### src/logic/twm_params.svh
// Constants for the two-wire master transmitter: offsets, codes, timing.
`ifndef TWM_PARAMS_SVH
`define TWM_PARAMS_SVH
`define TWM_ADDR_W 8
`define TWM_OFF_CTRL 8'h00
`define TWM_OFF_STAT 8'h04
`define TWM_OFF_DATA 8'h08
`define TWM_CTRL_RST 8'h00
`define TWM_STAT_RST 8'hF8
`define TWM_DATA_RST 8'hFF
`define TWM_ST_START 8'h08
`define TWM_ST_RSTART 8'h10
`define TWM_ST_AW_ACK 8'h18
`define TWM_ST_AW_NACK 8'h20
`define TWM_ST_D_ACK 8'h28
`define TWM_ST_D_NACK 8'h30
`define TWM_ST_ARB 8'h38
`define TWM_ST_AR_ACK 8'h40
`define TWM_ST_AR_NACK 8'h48
`define TWM_ST_RX_ACK 8'h50
`define TWM_ST_RX_NACK 8'h58
`define TWM_BITS 4'h8
`define TWM_T_HALF_NS 5000
`define TWM_CLK_NS 40
`define TWM_CNT_W 16
`endif

### src/logic/twm_pkg.sv
// Types shared by the two-wire master transmitter.
package twm_pkg;
  typedef struct packed {
    logic flag;
    logic ack_en;
    logic start_request_field;
    logic stop_request_field;
    logic wc;
    logic en;
    logic rsvd;
    logic ie;
  } twm_ctrl_t;

  typedef struct packed {
    logic scl;
    logic sda;
  } twm_line_t;

  typedef enum logic [3:0] {
    TWM_IDLE = 4'h0,
    TWM_FREE = 4'h1,
    TWM_START = 4'h3,
    TWM_HOLD = 4'h2,
    TWM_BIT_LO = 4'h6,
    TWM_BIT_HI = 4'h7,
    TWM_RS_LO = 4'h5,
    TWM_RS_HI = 4'h4,
    TWM_STOP_LO = 4'hC,
    TWM_STOP_HI = 4'hD
  } twm_state_t;
endpackage

### src/logic/twm_master.sv
// Two-wire bus master transmitter with an AHB-Lite register slave.
// Operation
// - Master mode only after START is sent.
// - Address read bit selects receive, else transmit.
// - Status code sits in upper five bits.
// - Start request; writing flag one clears it.
// - START generated only when bus is free.
// - After START, set flag, post 0x08.
// - Address sent: 0x18 on ack, 0x20 nack.
// - After address, post 0x18, 0x20 or 0x38.
// - Data write with flag low: ignored, collision.
// - Plain flag clear transmits loaded byte.
// - Data byte sent: 0x28 ack, 0x30 nack.
// - Hold at completion until flag cleared.
// - Stop request sends STOP, self-clears stop bit.
// - Start request sends repeated START.
// - Both requests: STOP, START, clear stop bit.
// - Repeated START posts 0x10, readdressing allowed.
// - Read address at 0x10 switches to receive.
// - Arbitration loss sets flag, posts 0x38.
// - At 0x38, release or restart when free.
`timescale 1ns/10ps
`include "twm_params.svh"
module twm_master #(
  parameter int HALF_CYC = (`TWM_T_HALF_NS + `TWM_CLK_NS - 1) / `TWM_CLK_NS
) (
  input wire logic core_clk_i,
  input wire logic rst_i,
  input wire logic ce_i,
  input wire logic hsel_i,
  input wire logic [31:0] haddr_i,
  input wire logic [1:0] htrans_i,
  input wire logic hwrite_i,
  input wire logic [2:0] hsize_i,
  input wire logic [31:0] hwdata_i,
  input wire logic hready_i,
  output logic hreadyout_o,
  output logic hresp_o,
  output logic [31:0] hrdata_o,
  input wire logic scl_i,
  output logic scl_o,
  output logic scl_oe_o,
  input wire logic sda_i,
  output logic sda_o,
  output logic sda_oe_o
);
  localparam logic [`TWM_CNT_W-1:0] HALF_LD = `TWM_CNT_W'(HALF_CYC - 1);

  generate
    if (HALF_CYC < 2 || HALF_CYC > (1 << `TWM_CNT_W))
    begin : g_bad_half
      $error("HALF_CYC out of range");
    end
  endgenerate

  function automatic logic reg_hit(input logic [`TWM_ADDR_W-1:0] a,
                                   input logic [`TWM_ADDR_W-1:0] off);
    reg_hit = (a == off);
  endfunction

  twm_pkg::twm_ctrl_t ctrl;
  twm_pkg::twm_ctrl_t wctl;
  twm_pkg::twm_state_t state;
  twm_pkg::twm_line_t drive;
  logic [7:0] status;
  logic [7:0] data_byte;
  logic [7:0] shifter;
  logic [3:0] bit_cnt;
  logic [`TWM_CNT_W-1:0] cnt;
  logic tick;
  logic master_mode;
  logic read_mode;
  logic addr_phase;
  logic is_rs;
  logic restart_after;
  logic busy;
  logic set_ev;
  logic [7:0] ev_code;
  logic sto_clr;
  logic rx_done;
  logic receiving;
  logic scl_m;
  logic scl_s;
  logic sda_m;
  logic sda_s;
  logic sda_d;
  logic ap_valid;
  logic ap_write;
  logic [`TWM_ADDR_W-1:0] ap_addr;
  logic wr_ctrl;
  logic wr_data;
  logic idle_go;
  logic hold_go;
  logic en_live;

  // Bus lines are asynchronous to the core clock; only scl_s, sda_s and
  // its delayed copy sda_d are looked at by the logic below.
  always_ff @(posedge core_clk_i)
  begin
    if (rst_i)
    begin
      scl_m <= 1'b1;
      scl_s <= 1'b1;
      sda_m <= 1'b1;
      sda_s <= 1'b1;
      sda_d <= 1'b1;
    end
    else if (ce_i)
    begin
      scl_m <= scl_i;
      scl_s <= scl_m;
      sda_m <= sda_i;
      sda_s <= sda_m;
      sda_d <= sda_s;
    end
  end

  // Bus busy tracking from START and STOP seen on the lines.
  always_ff @(posedge core_clk_i)
  begin
    if (rst_i)
    begin
      busy <= 1'b0;
    end
    else if (ce_i)
    begin
      if (sda_d && !sda_s && scl_s)
      begin
        busy <= 1'b1;
      end
      else if (!sda_d && sda_s && scl_s)
      begin
        busy <= 1'b0;
      end
    end
  end

  // AHB-Lite address phase capture; the slave never inserts wait states
  // except while the clock enable freezes it.
  always_ff @(posedge core_clk_i)
  begin
    if (rst_i)
    begin
      ap_valid <= 1'b0;
      ap_write <= 1'b0;
      ap_addr <= '0;
      hrdata_o <= '0;
    end
    else if (ce_i)
    begin
      ap_valid <= hsel_i && htrans_i[1] && hready_i;
      ap_write <= hwrite_i;
      ap_addr <= haddr_i[`TWM_ADDR_W-1:0];
      if (hsel_i && htrans_i[1] && hready_i && !hwrite_i)
      begin
        if (reg_hit(haddr_i[`TWM_ADDR_W-1:0], `TWM_OFF_CTRL))
        begin
          hrdata_o <= {24'h000000, ctrl};
        end
        else if (reg_hit(haddr_i[`TWM_ADDR_W-1:0], `TWM_OFF_STAT))
        begin
          hrdata_o <= {24'h000000, status};
        end
        else if (reg_hit(haddr_i[`TWM_ADDR_W-1:0], `TWM_OFF_DATA))
        begin
          hrdata_o <= {24'h000000, data_byte};
        end
        else
        begin
          hrdata_o <= '0;
        end
      end
    end
  end

  assign hreadyout_o = ce_i;
  assign hresp_o = 1'b0;
  assign wctl = hwdata_i[7:0];
  assign wr_ctrl = ce_i && ap_valid && ap_write &&
                   reg_hit(ap_addr, `TWM_OFF_CTRL);
  assign wr_data = ce_i && ap_valid && ap_write &&
                   reg_hit(ap_addr, `TWM_OFF_DATA);
  // A start request from idle needs the enable and start bits together.
  assign idle_go = wr_ctrl && wctl.en && wctl.start_request_field &&
                   (wctl.flag || !ctrl.flag) &&
                   (state == twm_pkg::TWM_IDLE);
  // Only a one written to a set flag releases a held step.
  assign hold_go = wr_ctrl && wctl.flag && wctl.en && ctrl.flag &&
                   (state == twm_pkg::TWM_HOLD) && master_mode;
  assign receiving = read_mode && !addr_phase;
  assign tick = (cnt == '0);
  // An enable written together with a start request acts in that same
  // cycle; waiting for the stored bit would swallow the first request.
  assign en_live = wr_ctrl ? wctl.en : ctrl.en;

  // Control register; hardware set of the flag wins over a software clear.
  always_ff @(posedge core_clk_i)
  begin
    if (rst_i)
    begin
      ctrl <= `TWM_CTRL_RST;
    end
    else if (ce_i)
    begin
      if (set_ev)
      begin
        ctrl.flag <= 1'b1;
      end
      else if (wr_ctrl && wctl.flag)
      begin
        ctrl.flag <= 1'b0;
      end
      if (wr_ctrl)
      begin
        ctrl.ack_en <= wctl.ack_en;
        ctrl.start_request_field <= wctl.start_request_field;
        ctrl.stop_request_field <= wctl.stop_request_field;
        ctrl.en <= wctl.en;
        ctrl.ie <= wctl.ie;
      end
      if (sto_clr)
      begin
        ctrl.stop_request_field <= 1'b0;
      end
      if (wr_data)
      begin
        ctrl.wc <= !ctrl.flag;
      end
      ctrl.rsvd <= 1'b0;
    end
  end

  // Status register holds the last posted step code.
  always_ff @(posedge core_clk_i)
  begin
    if (rst_i)
    begin
      status <= `TWM_STAT_RST;
    end
    else if (ce_i && set_ev)
    begin
      status <= ev_code;
    end
  end

  // Data register; writes while a step runs would corrupt the shifter.
  always_ff @(posedge core_clk_i)
  begin
    if (rst_i)
    begin
      data_byte <= `TWM_DATA_RST;
    end
    else if (ce_i)
    begin
      if (rx_done)
      begin
        data_byte <= shifter;
      end
      else if (wr_data && ctrl.flag)
      begin
        data_byte <= hwdata_i[7:0];
      end
    end
  end

  // Bus sequencer. Each bit is a low half then a high half; a slave
  // that stretches the clock restarts the high half count.
  always_ff @(posedge core_clk_i)
  begin
    if (rst_i)
    begin
      state <= twm_pkg::TWM_IDLE;
      drive <= '0;
      cnt <= '0;
      bit_cnt <= '0;
      shifter <= '0;
      master_mode <= 1'b0;
      read_mode <= 1'b0;
      addr_phase <= 1'b0;
      is_rs <= 1'b0;
      restart_after <= 1'b0;
      set_ev <= 1'b0;
      ev_code <= `TWM_STAT_RST;
      sto_clr <= 1'b0;
      rx_done <= 1'b0;
    end
    else if (ce_i)
    begin
      set_ev <= 1'b0;
      sto_clr <= 1'b0;
      rx_done <= 1'b0;
      if (!tick)
      begin
        cnt <= cnt - 1'b1;
      end
      if (!en_live)
      begin
        state <= twm_pkg::TWM_IDLE;
        drive <= '0;
        master_mode <= 1'b0;
      end
      else
      begin
        unique case (state)
          twm_pkg::TWM_IDLE:
          begin
            drive <= '0;
            master_mode <= 1'b0;
            if (idle_go)
            begin
              state <= twm_pkg::TWM_FREE;
            end
          end
          twm_pkg::TWM_FREE:
          begin
            is_rs <= 1'b0;
            if (!busy && tick)
            begin
              drive.sda <= 1'b1;
              cnt <= HALF_LD;
              state <= twm_pkg::TWM_START;
            end
          end
          twm_pkg::TWM_START:
          begin
            if (tick)
            begin
              drive.scl <= 1'b1;
              master_mode <= 1'b1;
              addr_phase <= 1'b1;
              set_ev <= 1'b1;
              ev_code <= is_rs ? `TWM_ST_RSTART : `TWM_ST_START;
              state <= twm_pkg::TWM_HOLD;
            end
          end
          twm_pkg::TWM_HOLD:
          begin
            if (hold_go)
            begin
              cnt <= HALF_LD;
              if (wctl.stop_request_field)
              begin
                drive.sda <= 1'b1;
                restart_after <= wctl.start_request_field;
                state <= twm_pkg::TWM_STOP_LO;
              end
              else if (wctl.start_request_field)
              begin
                drive.sda <= 1'b0;
                state <= twm_pkg::TWM_RS_LO;
              end
              else
              begin
                shifter <= data_byte;
                bit_cnt <= '0;
                if (addr_phase)
                begin
                  read_mode <= data_byte[0];
                  drive.sda <= !data_byte[7];
                end
                else
                begin
                  drive.sda <= !read_mode && !data_byte[7];
                end
                state <= twm_pkg::TWM_BIT_LO;
              end
            end
          end
          twm_pkg::TWM_BIT_LO:
          begin
            if (tick)
            begin
              drive.scl <= 1'b0;
              cnt <= HALF_LD;
              state <= twm_pkg::TWM_BIT_HI;
            end
          end
          twm_pkg::TWM_BIT_HI:
          begin
            if (!scl_s)
            begin
              cnt <= HALF_LD;
            end
            else if (tick && bit_cnt != `TWM_BITS)
            begin
              if (!receiving && !drive.sda && !sda_s)
              begin
                drive <= '0;
                master_mode <= 1'b0;
                set_ev <= 1'b1;
                ev_code <= `TWM_ST_ARB;
                state <= twm_pkg::TWM_IDLE;
              end
              else
              begin
                shifter <= {shifter[6:0], sda_s};
                bit_cnt <= bit_cnt + 4'h1;
                drive.scl <= 1'b1;
                if (bit_cnt + 4'h1 == `TWM_BITS)
                begin
                  drive.sda <= receiving && ctrl.ack_en;
                end
                else
                begin
                  drive.sda <= !receiving && !shifter[6];
                end
                cnt <= HALF_LD;
                state <= twm_pkg::TWM_BIT_LO;
              end
            end
            else if (tick)
            begin
              drive.scl <= 1'b1;
              set_ev <= 1'b1;
              addr_phase <= 1'b0;
              state <= twm_pkg::TWM_HOLD;
              if (addr_phase && read_mode)
              begin
                ev_code <= sda_s ? `TWM_ST_AR_NACK : `TWM_ST_AR_ACK;
              end
              else if (addr_phase)
              begin
                ev_code <= sda_s ? `TWM_ST_AW_NACK : `TWM_ST_AW_ACK;
              end
              else if (read_mode)
              begin
                rx_done <= 1'b1;
                ev_code <= ctrl.ack_en ? `TWM_ST_RX_ACK : `TWM_ST_RX_NACK;
              end
              else
              begin
                ev_code <= sda_s ? `TWM_ST_D_NACK : `TWM_ST_D_ACK;
              end
            end
          end
          twm_pkg::TWM_RS_LO:
          begin
            if (tick)
            begin
              drive.scl <= 1'b0;
              cnt <= HALF_LD;
              state <= twm_pkg::TWM_RS_HI;
            end
          end
          twm_pkg::TWM_RS_HI:
          begin
            if (!scl_s)
            begin
              cnt <= HALF_LD;
            end
            else if (tick)
            begin
              drive.sda <= 1'b1;
              is_rs <= 1'b1;
              cnt <= HALF_LD;
              state <= twm_pkg::TWM_START;
            end
          end
          twm_pkg::TWM_STOP_LO:
          begin
            if (tick)
            begin
              drive.scl <= 1'b0;
              cnt <= HALF_LD;
              state <= twm_pkg::TWM_STOP_HI;
            end
          end
          twm_pkg::TWM_STOP_HI:
          begin
            if (!scl_s)
            begin
              cnt <= HALF_LD;
            end
            else if (tick)
            begin
              drive.sda <= 1'b0;
              sto_clr <= 1'b1;
              master_mode <= 1'b0;
              cnt <= HALF_LD;
              state <= restart_after ? twm_pkg::TWM_FREE :
                                       twm_pkg::TWM_IDLE;
            end
          end
          default:
          begin
            state <= twm_pkg::TWM_IDLE;
          end
        endcase
      end
    end
  end

  // Open-drain lines: the pad only ever pulls low.
  assign scl_o = 1'b0;
  assign sda_o = 1'b0;
  assign scl_oe_o = drive.scl;
  assign sda_oe_o = drive.sda;
endmodule

### config.mk
export PLATFORM = sky130hd
export DESIGN_NAME = twm_master
export DESIGN_NICKNAME = d
export VERILOG_FILES = /design/src/logic/twm_pkg.sv /design/src/logic/twm_master.sv
export VERILOG_INCLUDE_DIRS = /design/src /design/src/logic
export SDC_FILE = /design/constraint.sdc
export NUM_CORES = 1
export LEC_CHECK = 0
export ABC_AREA = 0
export BUFFER_PORTS_ARGS = -buffer_cell sky130_fd_sc_hd__buf_2
export CORE_MARGIN = 1.5
export CORE_UTILIZATION = 40
export DETAILED_ROUTE_END_ITERATION = 10
export PLACE_DENSITY = 0.61
export SLEW_MARGIN = 20
export SYNTH_ARGS = -nofsm -noshare
export SYNTH_HDL_FRONTEND = slang
export SYNTH_SLANG_ARGS = --single-unit
### constraint.sdc
create_clock -name core_clk_i -period 2.5 [get_ports core_clk_i]
set_input_delay 0.5 -clock core_clk_i [delete_from_list [all_inputs] [get_ports core_clk_i]]
set_output_delay 0.5 -clock core_clk_i [all_outputs]
set_load 0.02 [all_outputs]
==> results.toml <==
[sta]
layout_min_cycle_time_ns = 2.42
clock.fmax_ghz = 0.414
setup_violations = 0
tightest_slew_ns = 0.988
clock_skew_ns = 0.0115
maxSlewHeadroom = 0.337
fin_ws_ns = 0.0838
finalHoldViolCount = 0
worst_hold_slack_ns = 0.364
setup-tns-final_ns = 0
fin_crit_sh = 0.966
drv_slew = 0
rsz0062_at_grt = "true"

[synth]
synth_top_area_frac = 0.354
yosys.cell_types.count = 76
yosys.area.top_type = "dfxtp_1"
avgSynthCellArea_sq_um = 8.12
synth_edf_count = 0
synth_top_cells_by_count = "dfxtp_1 (91), nand2_1 (81), nor2_1 (69)"
ys_warn_count = 0
synthTopCellsByArea = "dfxtp_1 (35%), mux2i_1 (7.2%), nand2_1 (5.9%)"
ys_ff_latch = 91
syn_area_sq_um = 5140
syn_inst = 633
seq_area_frac_synth = 0.354
synthFlopType = "dfxtp_1"
async_reset_ff_frac = 0
synth.most_common_cell = "dfxtp_1"

[die]
rows = 41
die_w_um = 116
core-area_sq_um = 12600
die_area_sq_um = 13500
die_y_um = 116
start_util = 0.409
io_pins = 115

[worst_setup_path]
crit_type = "reg -> reg"
r2r_setup_slack_ns = 0.08
worstPathArrival_ns = 2.70
cp.required_ns = 2.78
cp_cell_sequence = "or4_4 > or4_4 > a211o_1 > a221oi_4 > mux2i_1"
cp_max_fo = 7
start_kind = "flip-flop"
worst_setup_path_end_kind = "flip-flop"
crit_slowest_cell = "or4_4"
path_common_cell = "or4_4"
critical-path-max-stage-delay_ns = 0.57

[place]
place_ws_ns = -0.107
dpl.hpwl_mm = 9.99
io_buffer_count = 35
place_inst = 850
place.gp.congestion = 0.881

[global_routing]
grt_pass1_vias = 4510
grt_overflow_total = 0
groute.usage.overall = 0.211
grt_first_pass_wirelength_mm = 22.3
grt_max_degree = 53
antenna_found_initial = 0

[clocking]
clockBufferDepth = 2
path_clk_slew_ns = 0.07
numCtsBuffers = 9
clock-sinks = 91
root_buffer = "clkbuf_16"
clock_latency_ns = 0.35
h-tree-depth = 3
hold_buffers = 0
cts_tree = "built"

[power]
leakage_nw = 2.57
power.density_nw_per_um2 = 720
ir_drop_uv = 445

[finish]
drive_gt1_frac = 0.184
layout.cells.non_filler = 866
area_growth_pct = 16.4
nets = 771
diodes = 0
post-route-util = 0.476

[detailed_routing]
dr.pass1.iters = 5
vias = 4799
wl_per_cell_um = 16.1
drt_first_iter_violations = 176
drt.antenna.violating_nets = 0
wirelength_mm = 13.9
post-route-drc-count = 0
drt-vias-per-instance = 5.54

[run]
max_cap_viol_count = 0

[min_path]
min_path_type = "in -> reg"

[status]
status = "complete, no violations"
-- report_power, final --
| group | leakage, nW | total [mW] | internal (mW) | switching (mW) |
|---|---|---|---|---|
| clock | 0.141 | 1.30 | 0.683 | 0.614 |
| combinational | 1.69 | 1.32 | 0.560 | 0.759 |
| sequential | 0.739 | 1.70 | 1.56 | 0.132 |
-- cell usage in the layout, fill, tap and decap left out, types with 4 or more instances in the layout --
| cell type | n |
|---|---|
| a311oi_1 | 10 |
| a31oi_1 | 7 |
| nor2b_1 | 7 |
| a21oi_1 | 32 |
| mux2i_1 | 37 |
| nor4_1 | 5 |
| clkbuf_16 | 9 |
| o21bai_1 | 5 |
| nor3_1 | 14 |
| dfxtp_1 | 91 |
| o21ai_0 | 21 |
| o211ai_1 | 16 |
| nor2_1 | 69 |
| ha_1 | 5 |
| a211o_1 | 4 |
| inv_6 | 4 |
| nand2b_1 | 9 |
| nand4_1 | 6 |
| conb_1 | 27 |
| nand3_1 | 24 |
| buf_4 | 48 |
| and3_1 | 5 |
| xnor2_1 | 4 |
| a22oi_1 | 8 |
| xor2_1 | 9 |
| nand2_1 | 81 |
| buf_2 | 35 |
| o31ai_1 | 7 |
| a211oi_1 | 6 |
| inv_1 | 13 |
-- state kept, by name, summed over array words and instances (netlist names), 4 cells and up --
register   cells
ev_code        5
cnt           16
hrdata_o       8
ap_addr        8
ctrl           7
data_byte      8
bit_cnt        4
shifter        8
status         5
state          4
-- final timing paths --
path | depth (start not counted) | from | to
hold / removal | 3 | sda_i | sda_m
hold reg to reg | 2 | ev_code[7] | ev_code[7]
setup reg to reg | 5 | ap_addr[0] | state[0]
setup / recovery | 5 | ap_addr[0] | state[0]
-- critical path, delay by kind of cell, from the launching register on --
kind               cells  cell delay, ns
muxes                  1            0.22
AOI/OAI and AO/OA      2            0.76
DFF                    1            0.31
and+or+nand+nor        2            1.07
-- stage by stage --
step	area, sq um	power, mW
2_1_floorplan	5240	2.60
3_3_place_gp	5680	2.96
3_5_place_dp	5680	3.00
4_1_cts	5960	4.32
5_1_grt	5990	4.57
6_report	5990	4.31
-- layout make-up --
| cell class | count | area (sq um) |
|---|---|---|
| fillers | 1264 | 6580 |
| inverters | 14 | 52.6 |
| repair buffers | 86 | 596 |
| well taps | 172 | 215 |
| clock buffers | 9 | 225 |
| clock inverters | 7 | 50.0 |
| flip-flops and latches | 91 | 1820 |
| multi-input cells | 487 | 3030 |
-- layer usage --
metal | up-vias | track usage | routed length [um]
li1 | 2350 | - | -
met1 | 2261 | 0.271 | 6310
met2 | 155 | 0.345 | 6480
met3 | 33 | 0.0327 | 682
met4 | 0 | 0.109 | 430
met5 | - | 0 | 0
-- repair_timing --
item / CTS / global route
buffers inserted: 0 / 0
gates resized for setup: 1 / 7
setup endpoints to repair: 6 / 19
pin swaps: 1 / 0
-- logic make-up after synthesis --
group	share of synthesized area
muxes	0.0764
buffers and inverters	0.0830
DFF	0.354
AOI/OAI and AO/OA	0.215
and+or+nand+nor	0.236
xor gates and xnor gates	0.0221
other	0.000729
adders and majority gates	0.0122
No activity file was read; power rests on OpenSTA's default activity.
